### src/pkg/epc_pkg.sv
// Constants for the eight-pin port control block
package epc_pkg;
  localparam int unsigned EPC_PINS = 8;
  localparam int unsigned EPC_ADDR_W = 8;
  localparam int unsigned EPC_DATA_W = 32;

  // Register byte offsets
  localparam logic [7:0] EPC_OFF_DATA = 8'h00;
  localparam logic [7:0] EPC_OFF_OE = 8'h04;
  localparam logic [7:0] EPC_OFF_FS1 = 8'h08;
  localparam logic [7:0] EPC_OFF_FS2 = 8'h0C;
  localparam logic [7:0] EPC_OFF_FS3 = 8'h10;
  localparam logic [7:0] EPC_OFF_FS4 = 8'h14;
  localparam logic [7:0] EPC_OFF_RSV_LO = 8'h18;
  localparam logic [7:0] EPC_OFF_RSV_HI = 8'h24;
  localparam logic [7:0] EPC_OFF_OD = 8'h28;
  localparam logic [7:0] EPC_OFF_PUP = 8'h2C;
  localparam logic [7:0] EPC_OFF_PDN = 8'h30;
  localparam logic [7:0] EPC_OFF_RSV_E = 8'h34;
  localparam logic [7:0] EPC_OFF_IE = 8'h38;
  localparam logic [7:0] EPC_OFF_OPUP = 8'h40;
  localparam logic [7:0] EPC_OFF_OPDN = 8'h44;
  localparam logic [7:0] EPC_OFF_OIE = 8'h48;

  // Writable bit masks
  localparam logic [7:0] EPC_MASK_ALL = 8'hFF;
  localparam logic [7:0] EPC_MASK_FS2 = 8'hFE;
  localparam logic [7:0] EPC_MASK_FS4 = 8'h0C;

  // Reset values
  localparam logic [7:0] EPC_RST_REG = 8'h00;
  localparam logic [31:0] EPC_RST_WORD = 32'h0000_0000;

  // AXI responses
  localparam logic [1:0] EPC_RESP_OKAY = 2'h0;
  localparam logic [1:0] EPC_RESP_SLVERR = 2'h2;

  // Bus line that pin 0 carries in bus mode
  localparam int unsigned EPC_BUS_LINE_LOW = 8;
endpackage

### src/rtl/epc_top.sv
// Eight-pin port control with AXI4-Lite register access
// Behaviour
// - The data register holds one read/write bit per pin in 7:0, upper bits read zero, reset zero.
// - The output enable register at 0x0004 turns each pin driver on with a one, reset all off.
// - Function select one at 0x0008 routes pin n to bus line 8+n when set, reset zero.
// - Function select two at 0x000C is decoded and selects an alternate function for pins 1 to 7; bit 0 reads zero.
// - Function select three at 0x0010 is decoded per pin; function select four at 0x0014 holds only bits 3:2.
// - The open-drain select register at 0x0028 is decoded.
// - The pull-up register holds one enable per pin, upper bits zero, reset zero.
// - The pull-down register holds one enable per pin, upper bits zero, reset zero.
// - The input enable register enables each pin input path, all disabled after reset.
// - Pull-up sits at 0x002C and pull-down at 0x0030.
// - Input enable sits at 0x0038 and data at 0x0000.
// - An open-drain bit of one gives an open-drain driver, zero push-pull, upper bits zero.
//
// The AXI4-Lite register port was chosen for this implementation.
`timescale 1ns/100ps
module epc_top
  import epc_pkg::*;
(
  // Clock, reset, enable
  input wire logic aclk,
  input wire logic aresetn,
  input wire logic clk_en,
  // AXI4-Lite write address
  input wire logic awvalid,
  output logic awready,
  input wire logic [epc_pkg::EPC_ADDR_W-1:0] awaddr,
  input wire logic [2:0] awprot,
  // AXI4-Lite write data
  input wire logic wvalid,
  output logic wready,
  input wire logic [epc_pkg::EPC_DATA_W-1:0] wdata,
  input wire logic [3:0] wstrb,
  // AXI4-Lite write response
  output logic bvalid,
  input wire logic bready,
  output logic [1:0] bresp,
  // AXI4-Lite read address
  input wire logic arvalid,
  output logic arready,
  input wire logic [epc_pkg::EPC_ADDR_W-1:0] araddr,
  input wire logic [2:0] arprot,
  // AXI4-Lite read data
  output logic rvalid,
  input wire logic rready,
  output logic [epc_pkg::EPC_DATA_W-1:0] rdata,
  output logic [1:0] rresp,
  // Pads
  input wire logic [epc_pkg::EPC_PINS-1:0] pin_in,
  output logic [epc_pkg::EPC_PINS-1:0] pin_out,
  output logic [epc_pkg::EPC_PINS-1:0] pin_oe,
  output logic [epc_pkg::EPC_PINS-1:0] pin_pullup,
  output logic [epc_pkg::EPC_PINS-1:0] pin_pulldown,
  output logic [epc_pkg::EPC_PINS-1:0] pin_in_data,
  // External bus lines 8 to 15
  input wire logic [epc_pkg::EPC_PINS-1:0] bus_ad_out,
  input wire logic [epc_pkg::EPC_PINS-1:0] bus_ad_oe,
  output logic [epc_pkg::EPC_PINS-1:0] bus_ad_in,
  // Alternate peripheral functions two to four
  input wire logic [epc_pkg::EPC_PINS-1:0] alt2_out,
  input wire logic [epc_pkg::EPC_PINS-1:0] alt2_oe,
  input wire logic [epc_pkg::EPC_PINS-1:0] alt3_out,
  input wire logic [epc_pkg::EPC_PINS-1:0] alt3_oe,
  input wire logic [epc_pkg::EPC_PINS-1:0] alt4_out,
  input wire logic [epc_pkg::EPC_PINS-1:0] alt4_oe,
  // Function selects seen by peripherals
  output logic [epc_pkg::EPC_PINS-1:0] fs1_sel,
  output logic [epc_pkg::EPC_PINS-1:0] fs2_sel,
  output logic [epc_pkg::EPC_PINS-1:0] fs3_sel,
  output logic [epc_pkg::EPC_PINS-1:0] fs4_sel,
  // Neighbouring port pad controls
  output logic [epc_pkg::EPC_PINS-1:0] other_pullup,
  output logic [epc_pkg::EPC_PINS-1:0] other_pulldown,
  output logic [epc_pkg::EPC_PINS-1:0] other_in_en
);
  import epc_pkg::*;

  // Register file
  logic [7:0] data_q;
  logic [7:0] oe_q;
  logic [7:0] fs1_q;
  logic [7:0] fs2_q;
  logic [7:0] fs3_q;
  logic [7:0] fs4_q;
  logic [7:0] od_q;
  logic [7:0] pup_q;
  logic [7:0] pdn_q;
  logic [7:0] ie_q;
  logic [7:0] opup_q;
  logic [7:0] opdn_q;
  logic [7:0] oie_q;
  logic [7:0] pin_in_q;

  // Write channel state
  logic aw_held_q;
  logic w_held_q;
  logic [7:0] waddr_q;
  logic [7:0] wbyte_q;
  logic wlane_q;
  logic bvalid_q;
  logic [1:0] bresp_q;
  logic wr_fire;
  logic wr_hit;
  logic [7:0] waddr_al;

  // Read channel state
  logic rvalid_q;
  logic [31:0] rdata_q;
  logic [1:0] rresp_q;
  logic [7:0] raddr_al;
  logic [7:0] rd_val;
  logic rd_hit;

  // Aligned addresses; low two bits ignored
  assign waddr_al = {waddr_q[7:2], 2'b00};
  assign raddr_al = {araddr[7:2], 2'b00};

  // Decode of every implemented register
  function automatic logic is_mapped(input logic [7:0] a);
    logic hit;
    hit = 1'b0;
    unique case (a)
      EPC_OFF_DATA, EPC_OFF_OE, EPC_OFF_FS1: hit = 1'b1;
      EPC_OFF_FS2: hit = 1'b1;
      EPC_OFF_FS3, EPC_OFF_FS4: hit = 1'b1;
      EPC_OFF_OD: hit = 1'b1;
      EPC_OFF_PUP, EPC_OFF_PDN: hit = 1'b1;
      EPC_OFF_IE: hit = 1'b1;
      EPC_OFF_OPUP, EPC_OFF_OPDN, EPC_OFF_OIE: hit = 1'b1;
      default: hit = 1'b0;
    endcase
    return hit;
  endfunction

  // Write address and data are accepted in either order
  assign awready = clk_en & ~aw_held_q & ~bvalid_q;
  assign wready = clk_en & ~w_held_q & ~bvalid_q;
  assign wr_fire = clk_en & aw_held_q & w_held_q & ~bvalid_q;
  assign wr_hit = is_mapped(waddr_al);
  assign bvalid = bvalid_q;
  assign bresp = bresp_q;

  always_ff @(posedge aclk) begin
    if (!aresetn) begin
      aw_held_q <= 1'b0;
      w_held_q <= 1'b0;
      waddr_q <= EPC_RST_REG;
      wbyte_q <= EPC_RST_REG;
      wlane_q <= 1'b0;
      bvalid_q <= 1'b0;
      bresp_q <= EPC_RESP_OKAY;
    end else if (clk_en) begin
      if (awvalid && awready) begin
        aw_held_q <= 1'b1;
        waddr_q <= awaddr;
      end
      if (wvalid && wready) begin
        w_held_q <= 1'b1;
        wbyte_q <= wdata[7:0];
        wlane_q <= wstrb[0];
      end
      if (wr_fire) begin
        aw_held_q <= 1'b0;
        w_held_q <= 1'b0;
        bvalid_q <= 1'b1;
        // Reserved and unmapped offsets answer with an error
        bresp_q <= wr_hit ? EPC_RESP_OKAY : EPC_RESP_SLVERR;
      end else if (bvalid_q && bready) begin
        bvalid_q <= 1'b0;
      end
    end
  end

  // Register updates; only byte lane 0 carries stored bits
  always_ff @(posedge aclk) begin
    if (!aresetn) begin
      data_q <= EPC_RST_REG;
      oe_q <= EPC_RST_REG;
      fs1_q <= EPC_RST_REG;
      fs2_q <= EPC_RST_REG;
      fs3_q <= EPC_RST_REG;
      fs4_q <= EPC_RST_REG;
      od_q <= EPC_RST_REG;
      pup_q <= EPC_RST_REG;
      pdn_q <= EPC_RST_REG;
      ie_q <= EPC_RST_REG;
      opup_q <= EPC_RST_REG;
      opdn_q <= EPC_RST_REG;
      oie_q <= EPC_RST_REG;
    end else if (wr_fire && wlane_q) begin
      unique case (waddr_al)
        EPC_OFF_DATA: data_q <= wbyte_q & EPC_MASK_ALL;
        EPC_OFF_OE: oe_q <= wbyte_q & EPC_MASK_ALL;
        EPC_OFF_FS1: fs1_q <= wbyte_q & EPC_MASK_ALL;
        EPC_OFF_FS2: fs2_q <= wbyte_q & EPC_MASK_FS2;
        EPC_OFF_FS3: fs3_q <= wbyte_q & EPC_MASK_ALL;
        EPC_OFF_FS4: fs4_q <= wbyte_q & EPC_MASK_FS4;
        EPC_OFF_OD: od_q <= wbyte_q & EPC_MASK_ALL;
        EPC_OFF_PUP: pup_q <= wbyte_q & EPC_MASK_ALL;
        EPC_OFF_PDN: pdn_q <= wbyte_q & EPC_MASK_ALL;
        EPC_OFF_IE: ie_q <= wbyte_q & EPC_MASK_ALL;
        EPC_OFF_OPUP: opup_q <= wbyte_q & EPC_MASK_ALL;
        EPC_OFF_OPDN: opdn_q <= wbyte_q & EPC_MASK_ALL;
        EPC_OFF_OIE: oie_q <= wbyte_q & EPC_MASK_ALL;
        default: ;
      endcase
    end
  end

  // Read data mux
  always_comb begin
    rd_val = EPC_RST_REG;
    rd_hit = 1'b1;
    unique case (raddr_al)
      EPC_OFF_DATA: rd_val = data_q;
      EPC_OFF_OE: rd_val = oe_q;
      EPC_OFF_FS1: rd_val = fs1_q;
      EPC_OFF_FS2: rd_val = fs2_q;
      EPC_OFF_FS3: rd_val = fs3_q;
      EPC_OFF_FS4: rd_val = fs4_q;
      EPC_OFF_OD: rd_val = od_q;
      EPC_OFF_PUP: rd_val = pup_q;
      EPC_OFF_PDN: rd_val = pdn_q;
      EPC_OFF_IE: rd_val = ie_q;
      EPC_OFF_OPUP: rd_val = opup_q;
      EPC_OFF_OPDN: rd_val = opdn_q;
      EPC_OFF_OIE: rd_val = oie_q;
      default: rd_hit = 1'b0;
    endcase
  end

  assign arready = clk_en & ~rvalid_q;
  assign rvalid = rvalid_q;
  assign rdata = rdata_q;
  assign rresp = rresp_q;

  always_ff @(posedge aclk) begin
    if (!aresetn) begin
      rvalid_q <= 1'b0;
      rdata_q <= EPC_RST_WORD;
      rresp_q <= EPC_RESP_OKAY;
    end else if (clk_en) begin
      if (arvalid && arready) begin
        rvalid_q <= 1'b1;
        // Upper 24 bits always zero
        rdata_q <= {24'h00_0000, rd_val};
        rresp_q <= rd_hit ? EPC_RESP_OKAY : EPC_RESP_SLVERR;
      end else if (rvalid_q && rready) begin
        rvalid_q <= 1'b0;
      end
    end
  end

  // Input path sampled only where enabled
  always_ff @(posedge aclk) begin
    if (!aresetn) begin
      pin_in_q <= EPC_RST_REG;
    end else if (clk_en) begin
      pin_in_q <= pin_in & ie_q;
    end
  end

  assign pin_in_data = pin_in_q;
  assign bus_ad_in = pin_in_q & fs1_q;
  assign pin_pullup = pup_q;
  assign pin_pulldown = pdn_q;
  assign fs1_sel = fs1_q;
  assign fs2_sel = fs2_q;
  assign fs3_sel = fs3_q;
  assign fs4_sel = fs4_q;
  assign other_pullup = opup_q;
  assign other_pulldown = opdn_q;
  assign other_in_en = oie_q;

  // Per-pin output mux; bus mode first, then functions two to four
  for (genvar i = 0; i < EPC_PINS; i++) begin : g_pin
    logic drv_val;
    logic drv_en;
    always_comb begin
      if (fs1_q[i]) begin
        drv_val = bus_ad_out[i];
        drv_en = bus_ad_oe[i];
      end else if (fs2_q[i]) begin
        drv_val = alt2_out[i];
        drv_en = alt2_oe[i];
      end else if (fs3_q[i]) begin
        drv_val = alt3_out[i];
        drv_en = alt3_oe[i];
      end else if (fs4_q[i]) begin
        drv_val = alt4_out[i];
        drv_en = alt4_oe[i];
      end else begin
        drv_val = data_q[i];
        drv_en = oe_q[i];
      end
    end
    // Open-drain pulls low only and floats for a one
    assign pin_out[i] = od_q[i] ? 1'b0 : drv_val;
    assign pin_oe[i] = drv_en & (~od_q[i] | ~drv_val);
  end

endmodule // epc_top

### config.mk
export PLATFORM = sky130hd
export DESIGN_NAME = epc_top
export DESIGN_NICKNAME = d
export VERILOG_FILES = /design/src/pkg/epc_pkg.sv /design/src/rtl/epc_top.sv
export SDC_FILE = /design/constraint.sdc
export NUM_CORES = 1
export LEC_CHECK = 0
export BUFFER_PORTS_ARGS = -buffer_cell sky130_fd_sc_hd__clkbuf_2
export CAP_MARGIN = 40
export CORE_MARGIN = 4
export CORE_UTILIZATION = 53
export DETAILED_ROUTE_END_ITERATION = 10
export PLACE_DENSITY = 0.84
export SKIP_CTS_REPAIR_TIMING = 1
export SYNTH_ARGS = -nofsm -noshare
export SYNTH_HDL_FRONTEND = slang
export SYNTH_SLANG_ARGS = --single-unit
### constraint.sdc
create_clock -name aclk -period 3.13 [get_ports aclk]
set_input_delay 0.1565 -clock aclk [delete_from_list [all_inputs] [get_ports aclk]]
set_output_delay 0.1565 -clock aclk [all_outputs]
set_load 0.01 [all_outputs]
==> results of run 1 <==
==> stage by stage <==
| stage | cells | worst slack [ns] | power (W) |
|---|---|---|---|
| after floorplan | 796 | 1.431 | 0.001968 |
| after global placement | 1095 | 0.9004 | 0.002033 |
| after detailed placement | 1095 | 0.7901 | 0.002037 |
| after CTS | 1127 | 0.7786 | 0.004057 |
| after global routing | 1143 | 0.6383 | 0.004184 |
| final | 1143 | 0.7732 | 0.004072 |
==> tightest hold or removal path, stage by stage <==
cell	delay (ns)
clkbuf_2	0.07
mux2i_1	0.06
nor2_1	0.07
==> area by class of cell <==
| cell class | instances | area share |
|---|---|---|
| multi-input combinational | 564 | 0.4471 |
| timing repair buffer | 224 | 0.1424 |
| clock buffer | 20 | 0.05250 |
| clock inverter | 12 | 0.01740 |
| sequential | 134 | 0.3084 |
| tap | 172 | 0.02474 |
| inverter | 17 | 0.007479 |
==> worst max-delay path by stage <==
stage	from	end	slack, ns	depth (start not counted)
floorplan	bvalid$_SDFFE_PN0P_	fs2_sel[1]$_SDFFE_PN0P_	1.43	5
global placement	wlane_q$_SDFFE_PN0P_	oe_q[3]$_SDFFE_PN0P_	0.90	4
detailed placement	wlane_q$_SDFFE_PN0P_	oe_q[7]$_SDFFE_PN0P_	0.79	4
CTS	wlane_q$_SDFFE_PN0P_	oe_q[7]$_SDFFE_PN0P_	0.78	4
global route	wlane_q$_SDFFE_PN0P_	oe_q[3]$_SDFFE_PN0P_	0.64	4
finish	wlane_q$_SDFFE_PN0P_	data_q[1]$_SDFFE_PN0P_	0.77	4
==> power by group through the flow <==
stage	sequential [W]	clock [W]	combinational [W]
floorplan	0.00177	0	0.000199
global placement	0.00179	0	0.000243
detailed placement	0.00179	0	0.000246
CTS	0.00175	0.00205	0.000248
global route	0.00176	0.00214	0.000292
finish	0.00176	0.00205	0.000268
==> layout by cell type (no fill, tap or decap), types with 4 or more instances in the layout <==
master         instances
a311oi_1               6
nor3b_1                7
a22o_1                 4
o211ai_1               7
nor2b_1                9
buf_4                  9
clkinvlp_4             5
dlygate4sd3_1         16
a31oi_1                4
a221oi_1               7
mux2_2                 8
a21oi_1               24
dfxtp_1              134
nor4_1                 4
a2111oi_0              6
clkbuf_2             198
nor2_1               125
conb_1                33
o221a_2                5
inv_1                 16
nor3_1                12
mux2i_1              145
nand2_1               45
and3_1                 8
o21ai_0               12
a22oi_1                6
nand2b_1              15
and4_1                 4
clkinv_2               4
nand3_1                9
and2_1                11
nand4_2                8
clkbuf_16             17
a211oi_1               5
==> synth_stat cells (all sizes together), types with 2 or more instances <==
master / count / area, µm²
a31oi: 4 / 25.02
buf: 52 / 349.1
nor2b: 9 / 56.30
dfxtp: 134 / 2683
a221oi: 7 / 61.31
nand2b: 15 / 93.84
nor4: 7 / 80.07
o221a: 5 / 56.30
and4: 4 / 35.03
mux2: 8 / 90.09
a211oi: 6 / 50.05
o2bb2ai: 3 / 26.28
nand4: 10 / 112.6
nor4b: 3 / 47.54
and2: 11 / 68.82
or4b: 2 / 20.02
and3: 8 / 50.05
nor3b: 7 / 52.55
mux2i: 145 / 1451
a311oi: 6 / 52.55
nand2: 45 / 168.9
and3b: 3 / 26.28
nor2: 125 / 469.2
nand3b: 3 / 22.52
clkbuf: 29 / 108.9
a2111oi: 6 / 52.55
a32oi: 2 / 17.52
o211ai: 7 / 52.55
mux4: 3 / 67.56
nor3: 12 / 60.06
a22o: 4 / 35.03
nand3: 9 / 45.04
o21ai: 12 / 60.06
inv: 16 / 60.06
a21oi: 24 / 120.1
a22oi: 6 / 45.04
==> flip-flops by register name, summed over array words and instances (netlist names), 6 cells and up <==
register and flops:
other_in_en 8, od_q 8, other_pulldown 8, data_q 8, fs1_sel 8, pin_pullup 8, fs3_sel 8, oe_q 8
pin_in_data 8, pin_pulldown 8, waddr_q 6, fs2_sel 7, wbyte_q 8, other_pullup 8, rdata 8, ie_q 8
==> cell families (layout without fill, tap and decap cells) <==
kind of cell,count (synthesis),count (layout)
compound gates,97,97
buf+inv,98,273
flops,134,134
mux,156,156
other cells,1,33
simple gates,278,278
==> metal layers <==
metal	vias up	GRT usage	wire length (µm)
met5	-	0	0
met4	0	0.09937	750
met3	58	0.09124	2120
met2	342	0.4534	10100
met1	3063	0.3303	8312
li1	3052	-	-
==> flow_summary.yaml, run 1 <==
pwr:
  p_seq_frac: 0.431
  power_switching_w: 0.0009537
  p_int_w: 0.003118
  power_frac_comb: 0.066
  irDropWorstVdd_uv: 309.2
  swShare: 0.2342
  clkPwrFrac: 0.503
  power.leakage_nw: 4.287
  powerDensity_nw_per_um2: 468.0
worst_hold_path:
  whs_endpoint: "waddr_q[4]$_SDFFE_PN0P_"
  min_from: "awaddr[4]"
  hp-class: "input pin to flip-flop"
  holdPathStages: 3
yosys:
  synth_area_um2: 6974
  synth-compound-area-share: 0.1005
  netlist_instances: 764
  yosysSeqAreaShare: 0.3846
  synth_fa_ha_area_frac: 0
  synthArstFlopShare: 0
  yosys.area_share.simple: 0.2088
  yosys_register_bits: 134
  synth_mux_area_frac: 0.2307
  synth_top_family_by_area: "multiplexers"
  synthFlopType: "dfxtp_1"
  ys_types: 57
  synth_edf_count: 0
  ys.warnings.count: 0
  synth_xor_area_frac: 0
  syn_area_per_cell_um2: 9.129
setup_path:
  endpoint_kind: "flip-flop"
  critPathTopFamily: "simple AND/OR/NAND/NOR gates"
  worstReg2RegEnd: "data_q[1]$_SDFFE_PN0P_"
  worst-setup-path-type: "flip-flop to flip-flop"
  cp.required_ns: 3.41
  rr_startpoint: "wlane_q$_SDFFE_PN0P_"
  worstSetupStartpointType: "flip-flop"
  path_cells: "nor2b_1, nand4_2, mux2i_1, nor2_1"
  cp_max_fo: 10
  cp.arrival_ns: 2.64
  rrSetupSlack_ns: 0.77
  crit_path_max_incr_delay_ns: 0.74
  cp_slowest_cell: "nor2b_1"
  crit_buf_inv: 0
  r2r_cells: 4
global_routing:
  grt_overflow_total: 0
  grt_pass1_vias: 6007
  grt_pass1_wl_mm: 31.64
  grt_max_degree: 75
  grtUsageTotal: 0.2735
  antenna_found_initial: 0
placed_design:
  placed_area_um2: 7931
  gp_congestion: 0.9040
  dpl.hpwl_mm: 14.99
  io_buffers: 198
routing:
  avgViaCountPerCell: 5.700
  drc: 0
  routed_wl_mm: 21.29
  wire_per_inst_um: 18.62
  firstDrtPassIters: 5
  ant_nets: 0
  drt_iter0_drc: 483
  vias: 6515
floorplan:
  core_area_um2: 12770
  start_util: 0.5460
  pin_count: 283
  die_width_um: 122.7
  die_h_um: 122.7
  design.die.area_um2: 15060
  std_cell_rows: 41
status:
  status: "finished with violations"
  violations: "negative hold slack"
timing:
  min_period_ns: 2.357
  hold_viol_final: 4
  period_share: 0.7530
  setup_violations: 0
  hold_ws_ns: -0.01775
  worstMarginPinSlew_ns: 0.9145
  setup_tns_ns: 0
  finClkSkew_ns: 0.01125
  rsz0062_at_grt: "no"
  drv_slew: 0
  fmax_ghz: 0.4243
  slew-limit-headroom: 0.3891
layout:
  stdcell_area_um2: 8700
  drive_above_1_share: 0.2812
  area_growth_pct: 24.74
  multi_input_area_um2: 3890
  post-route-util: 0.6811
  nFillCells: 1038
  antenna_cells: 0
  final_nets: 1096
  seq_area_um2: 2683
clocking:
  clockBufferDepth: 2
  clock_latency_ns: 0.42
  path_clk_slew_ns: 0.06
  clock_sinks: 134
  ctsRootBufferMaster: "clkbuf_16"
  numCtsBuffers: 17
  cts_tree: "done"
  cts.htree.levels: 4
run:
  maxCapViolations: 0
(Power assumes the default switching activity.)
==> run 2: changes to the inputs <==
--- a/config.mk
+++ b/config.mk
@@ -8,9 +8,9 @@
 export BUFFER_PORTS_ARGS = -buffer_cell sky130_fd_sc_hd__clkbuf_2
 export CAP_MARGIN = 40
 export CORE_MARGIN = 4
-export CORE_UTILIZATION = 53
+export CORE_UTILIZATION = 49
 export DETAILED_ROUTE_END_ITERATION = 10
-export PLACE_DENSITY = 0.84
+export PLACE_DENSITY = 0.78
 export SKIP_CTS_REPAIR_TIMING = 1
 export SYNTH_ARGS = -nofsm -noshare
 export SYNTH_HDL_FRONTEND = slang
==> constraint.sdc (replaced) <==
create_clock -name aclk -period 2.43 [get_ports aclk]
set_input_delay 0.1215 -clock aclk [delete_from_list [all_inputs] [get_ports aclk]]
set_output_delay 0.1215 -clock aclk [all_outputs]
set_load 0.01 [all_outputs]
==> run 2 against run 1 <==
  * The flow still finishes with violations (negative hold slack)
  * Global-route usage down 1.1 points
  * Clock-buffer cell count up 3
  * Critical path type is now flip-flop to output port
  * Total power up 29%
  * Sequential cell count unchanged
  * Sequential power up 28%
  * Wire length up 4.1%
  * Critical path depth up 1
  * Core utilization down 4.1 points
  * Worst setup slack worse by 0.43 ns
  * Register-to-register slack worse by 0.41 ns
  * Worst hold slack worse by 0.038 ns
==> flow_summary.yaml, run 2 (same netlist as run 1, synthesis figures left out) <==
setup_path:
  critPathTopFamily: "compound AO/OA/AOI/OAI gates"
  path_cells: "mux2_2, o211ai_1, a31oi_1, a221oi_1, clkbuf_2"
  worstSetupStartpointType: "flip-flop"
  crit_buf_inv: 1
  cp_slowest_cell: "dfxtp_1"
  worst-setup-path-type: "flip-flop to output port"
  crit_path_max_incr_delay_ns: 0.45
  cp_max_fo: 5
  cp.required_ns: 2.31
  endpoint_kind: "output port"
  cp.arrival_ns: 1.96
layout:
  drive_above_1_share: 0.2949
  final_nets: 1123
  seq_area_um2: 2683
  area_growth_pct: 27.93
  fin_cells: 1177
  layout_common_cells: "clkbuf_2, mux2i_1, dfxtp_1, nor2_1, nand2_1"
  stdcell_area_um2: 8922
  nFillCells: 1186
  antenna_cells: 0
  final_common_cell: "clkbuf_2"
  multi_input_area_um2: 3890
routing:
  avgViaCountPerCell: 5.618
  drc: 0
  drt_iter0_drc: 696
  firstDrtPassIters: 5
  vias: 6612
  ant_nets: 0
  routed_wl_mm: 22.16
  wire_per_inst_um: 18.83
timing:
  rsz0062_at_grt: "no"
  slew-limit-headroom: 0.5681
  worstMarginPinSlew_ns: 0.6465
  drv_slew: 0
  hold_ws_ns: -0.05549
  setup_violations: 0
  period_share: 0.8584
  hold_viol_final: 2
  setup_tns_ns: 0
  finClkSkew_ns: 0.006234
  min_period_ns: 2.086
  fmax_ghz: 0.4794
pwr:
  swShare: 0.2296
  power_frac_comb: 0.072
  p_int_w: 0.004033
  powerDensity_nw_per_um2: 586.7
  p_seq_frac: 0.432
  power_switching_w: 0.001202
  clkPwrFrac: 0.496
  power.leakage_nw: 4.424
  irDropWorstVdd_uv: 563.2
clocking:
  numCtsBuffers: 17
  cts_tree: "done"
  clock_sinks: 134
  clockBufferDepth: 2
  clock_latency_ns: 0.42
  cts.htree.levels: 4
  ctsRootBufferMaster: "clkbuf_16"
  path_clk_slew_ns: 0.05
global_routing:
  grt_pass1_wl_mm: 33.24
  grtUsageTotal: 0.2625
  antenna_found_initial: 0
  grt_overflow_total: 0
  grt_pass1_vias: 6160
  grt_max_degree: 67
floorplan:
  die_h_um: 127.3
  design.die.area_um2: 16210
  core_area_um2: 13930
  pin_count: 283
  start_util: 0.5005
  std_cell_rows: 43
  die_width_um: 127.3
worst_hold_path:
  hp-class: "input pin to flip-flop"
placed_design:
  io_buffers: 198
  placed_area_um2: 8099
  dpl.hpwl_mm: 15.86
  gp_congestion: 0.9100
  placed_cells: 1124
status:
  violations: "negative hold slack"
  status: "finished with violations"
run:
  maxCapViolations: 0
-- run 2: changes by cell type in the layout (fill, tap and decap cells not counted) --
cell           previous run  this run
clkinv_2                  4         5
clkbuf_8                  2         6
dlygate4sd3_1            16        22
clkbuf_1                  1         0
inv_6                     1         0
bufinv_16                 3         2
clkinvlp_4                5         2
buf_4                     9        30
-- run 2: metrics by stage --
step	total power [W]	util	worst slack [ns]	hold WS, ns
after floorplan	0.002535	-	0.7313	0.2575
after global placement	0.002639	0.5812	0.4505	0.3466
after detailed placement	0.002644	0.5812	0.3870	0.3595
after CTS	0.005204	0.6245	0.3192	-0.08032
after global routing	0.005376	0.6403	0.2093	0.0007151
final	0.005235	0.6403	0.3440	-0.05549
-- run 2: cell type report --
type                            count  share of cell area
Multi-Input combinational cell    564              0.4360
Sequential cell                   134              0.3007
Timing Repair Buffer              251              0.1632
Clock buffer                       23             0.05693
Tap cell                          180             0.02524
Clock inverter                      8             0.01066
Inverter                           17            0.007292
-- run 2: worst reg2reg max path: stages, from the launching register on --
cell and delay [ns]:
dfxtp_1 0.34, nand4b_2 0.33, or4b_1 0.91, mux2i_1 0.29
nor2_1 0.07
-- run 2: worst paths after layout --
| path | startpoint | endpoint | slack [ns] | depth (start not counted) |
|---|---|---|---|---|
| max reg2reg | bvalid$_SDFFE_PN0P_ | fs2_sel[5]$_SDFFE_PN0P_ | 0.36 | 4 |
| min reg2reg | pin_in_data[7]$_SDFFE_PN0P_ | pin_in_data[7]$_SDFFE_PN0P_ | 0.47 | 2 |
| min | awaddr[3] | waddr_q[3]$_SDFFE_PN0P_ | -0.06 | 3 |
| max | fs4_sel[2]$_SDFFE_PN0P_ | pin_oe[2] | 0.34 | 5 |
-- run 2: power groups by stage --
stage,Clock (W),Combinational [W],Sequential [W]
2_1_floorplan,0,0.000256,0.00228
3_3_place_gp,0,0.000333,0.00231
3_5_place_dp,0,0.000337,0.00231
4_1_cts,0.00261,0.000338,0.00226
5_1_grt,0.00270,0.000408,0.00227
6_report,0.00260,0.000376,0.00226
-- run 2: per-layer routing --
metal  vias to the layer above  track usage  wire length (µm)
li1                       3092            -                 -
met1                      3141       0.3330              8996
met2                       322       0.4268             10580
met3                        57      0.05936              1803
met4                         0       0.1186               780
met5                         -            0                 0
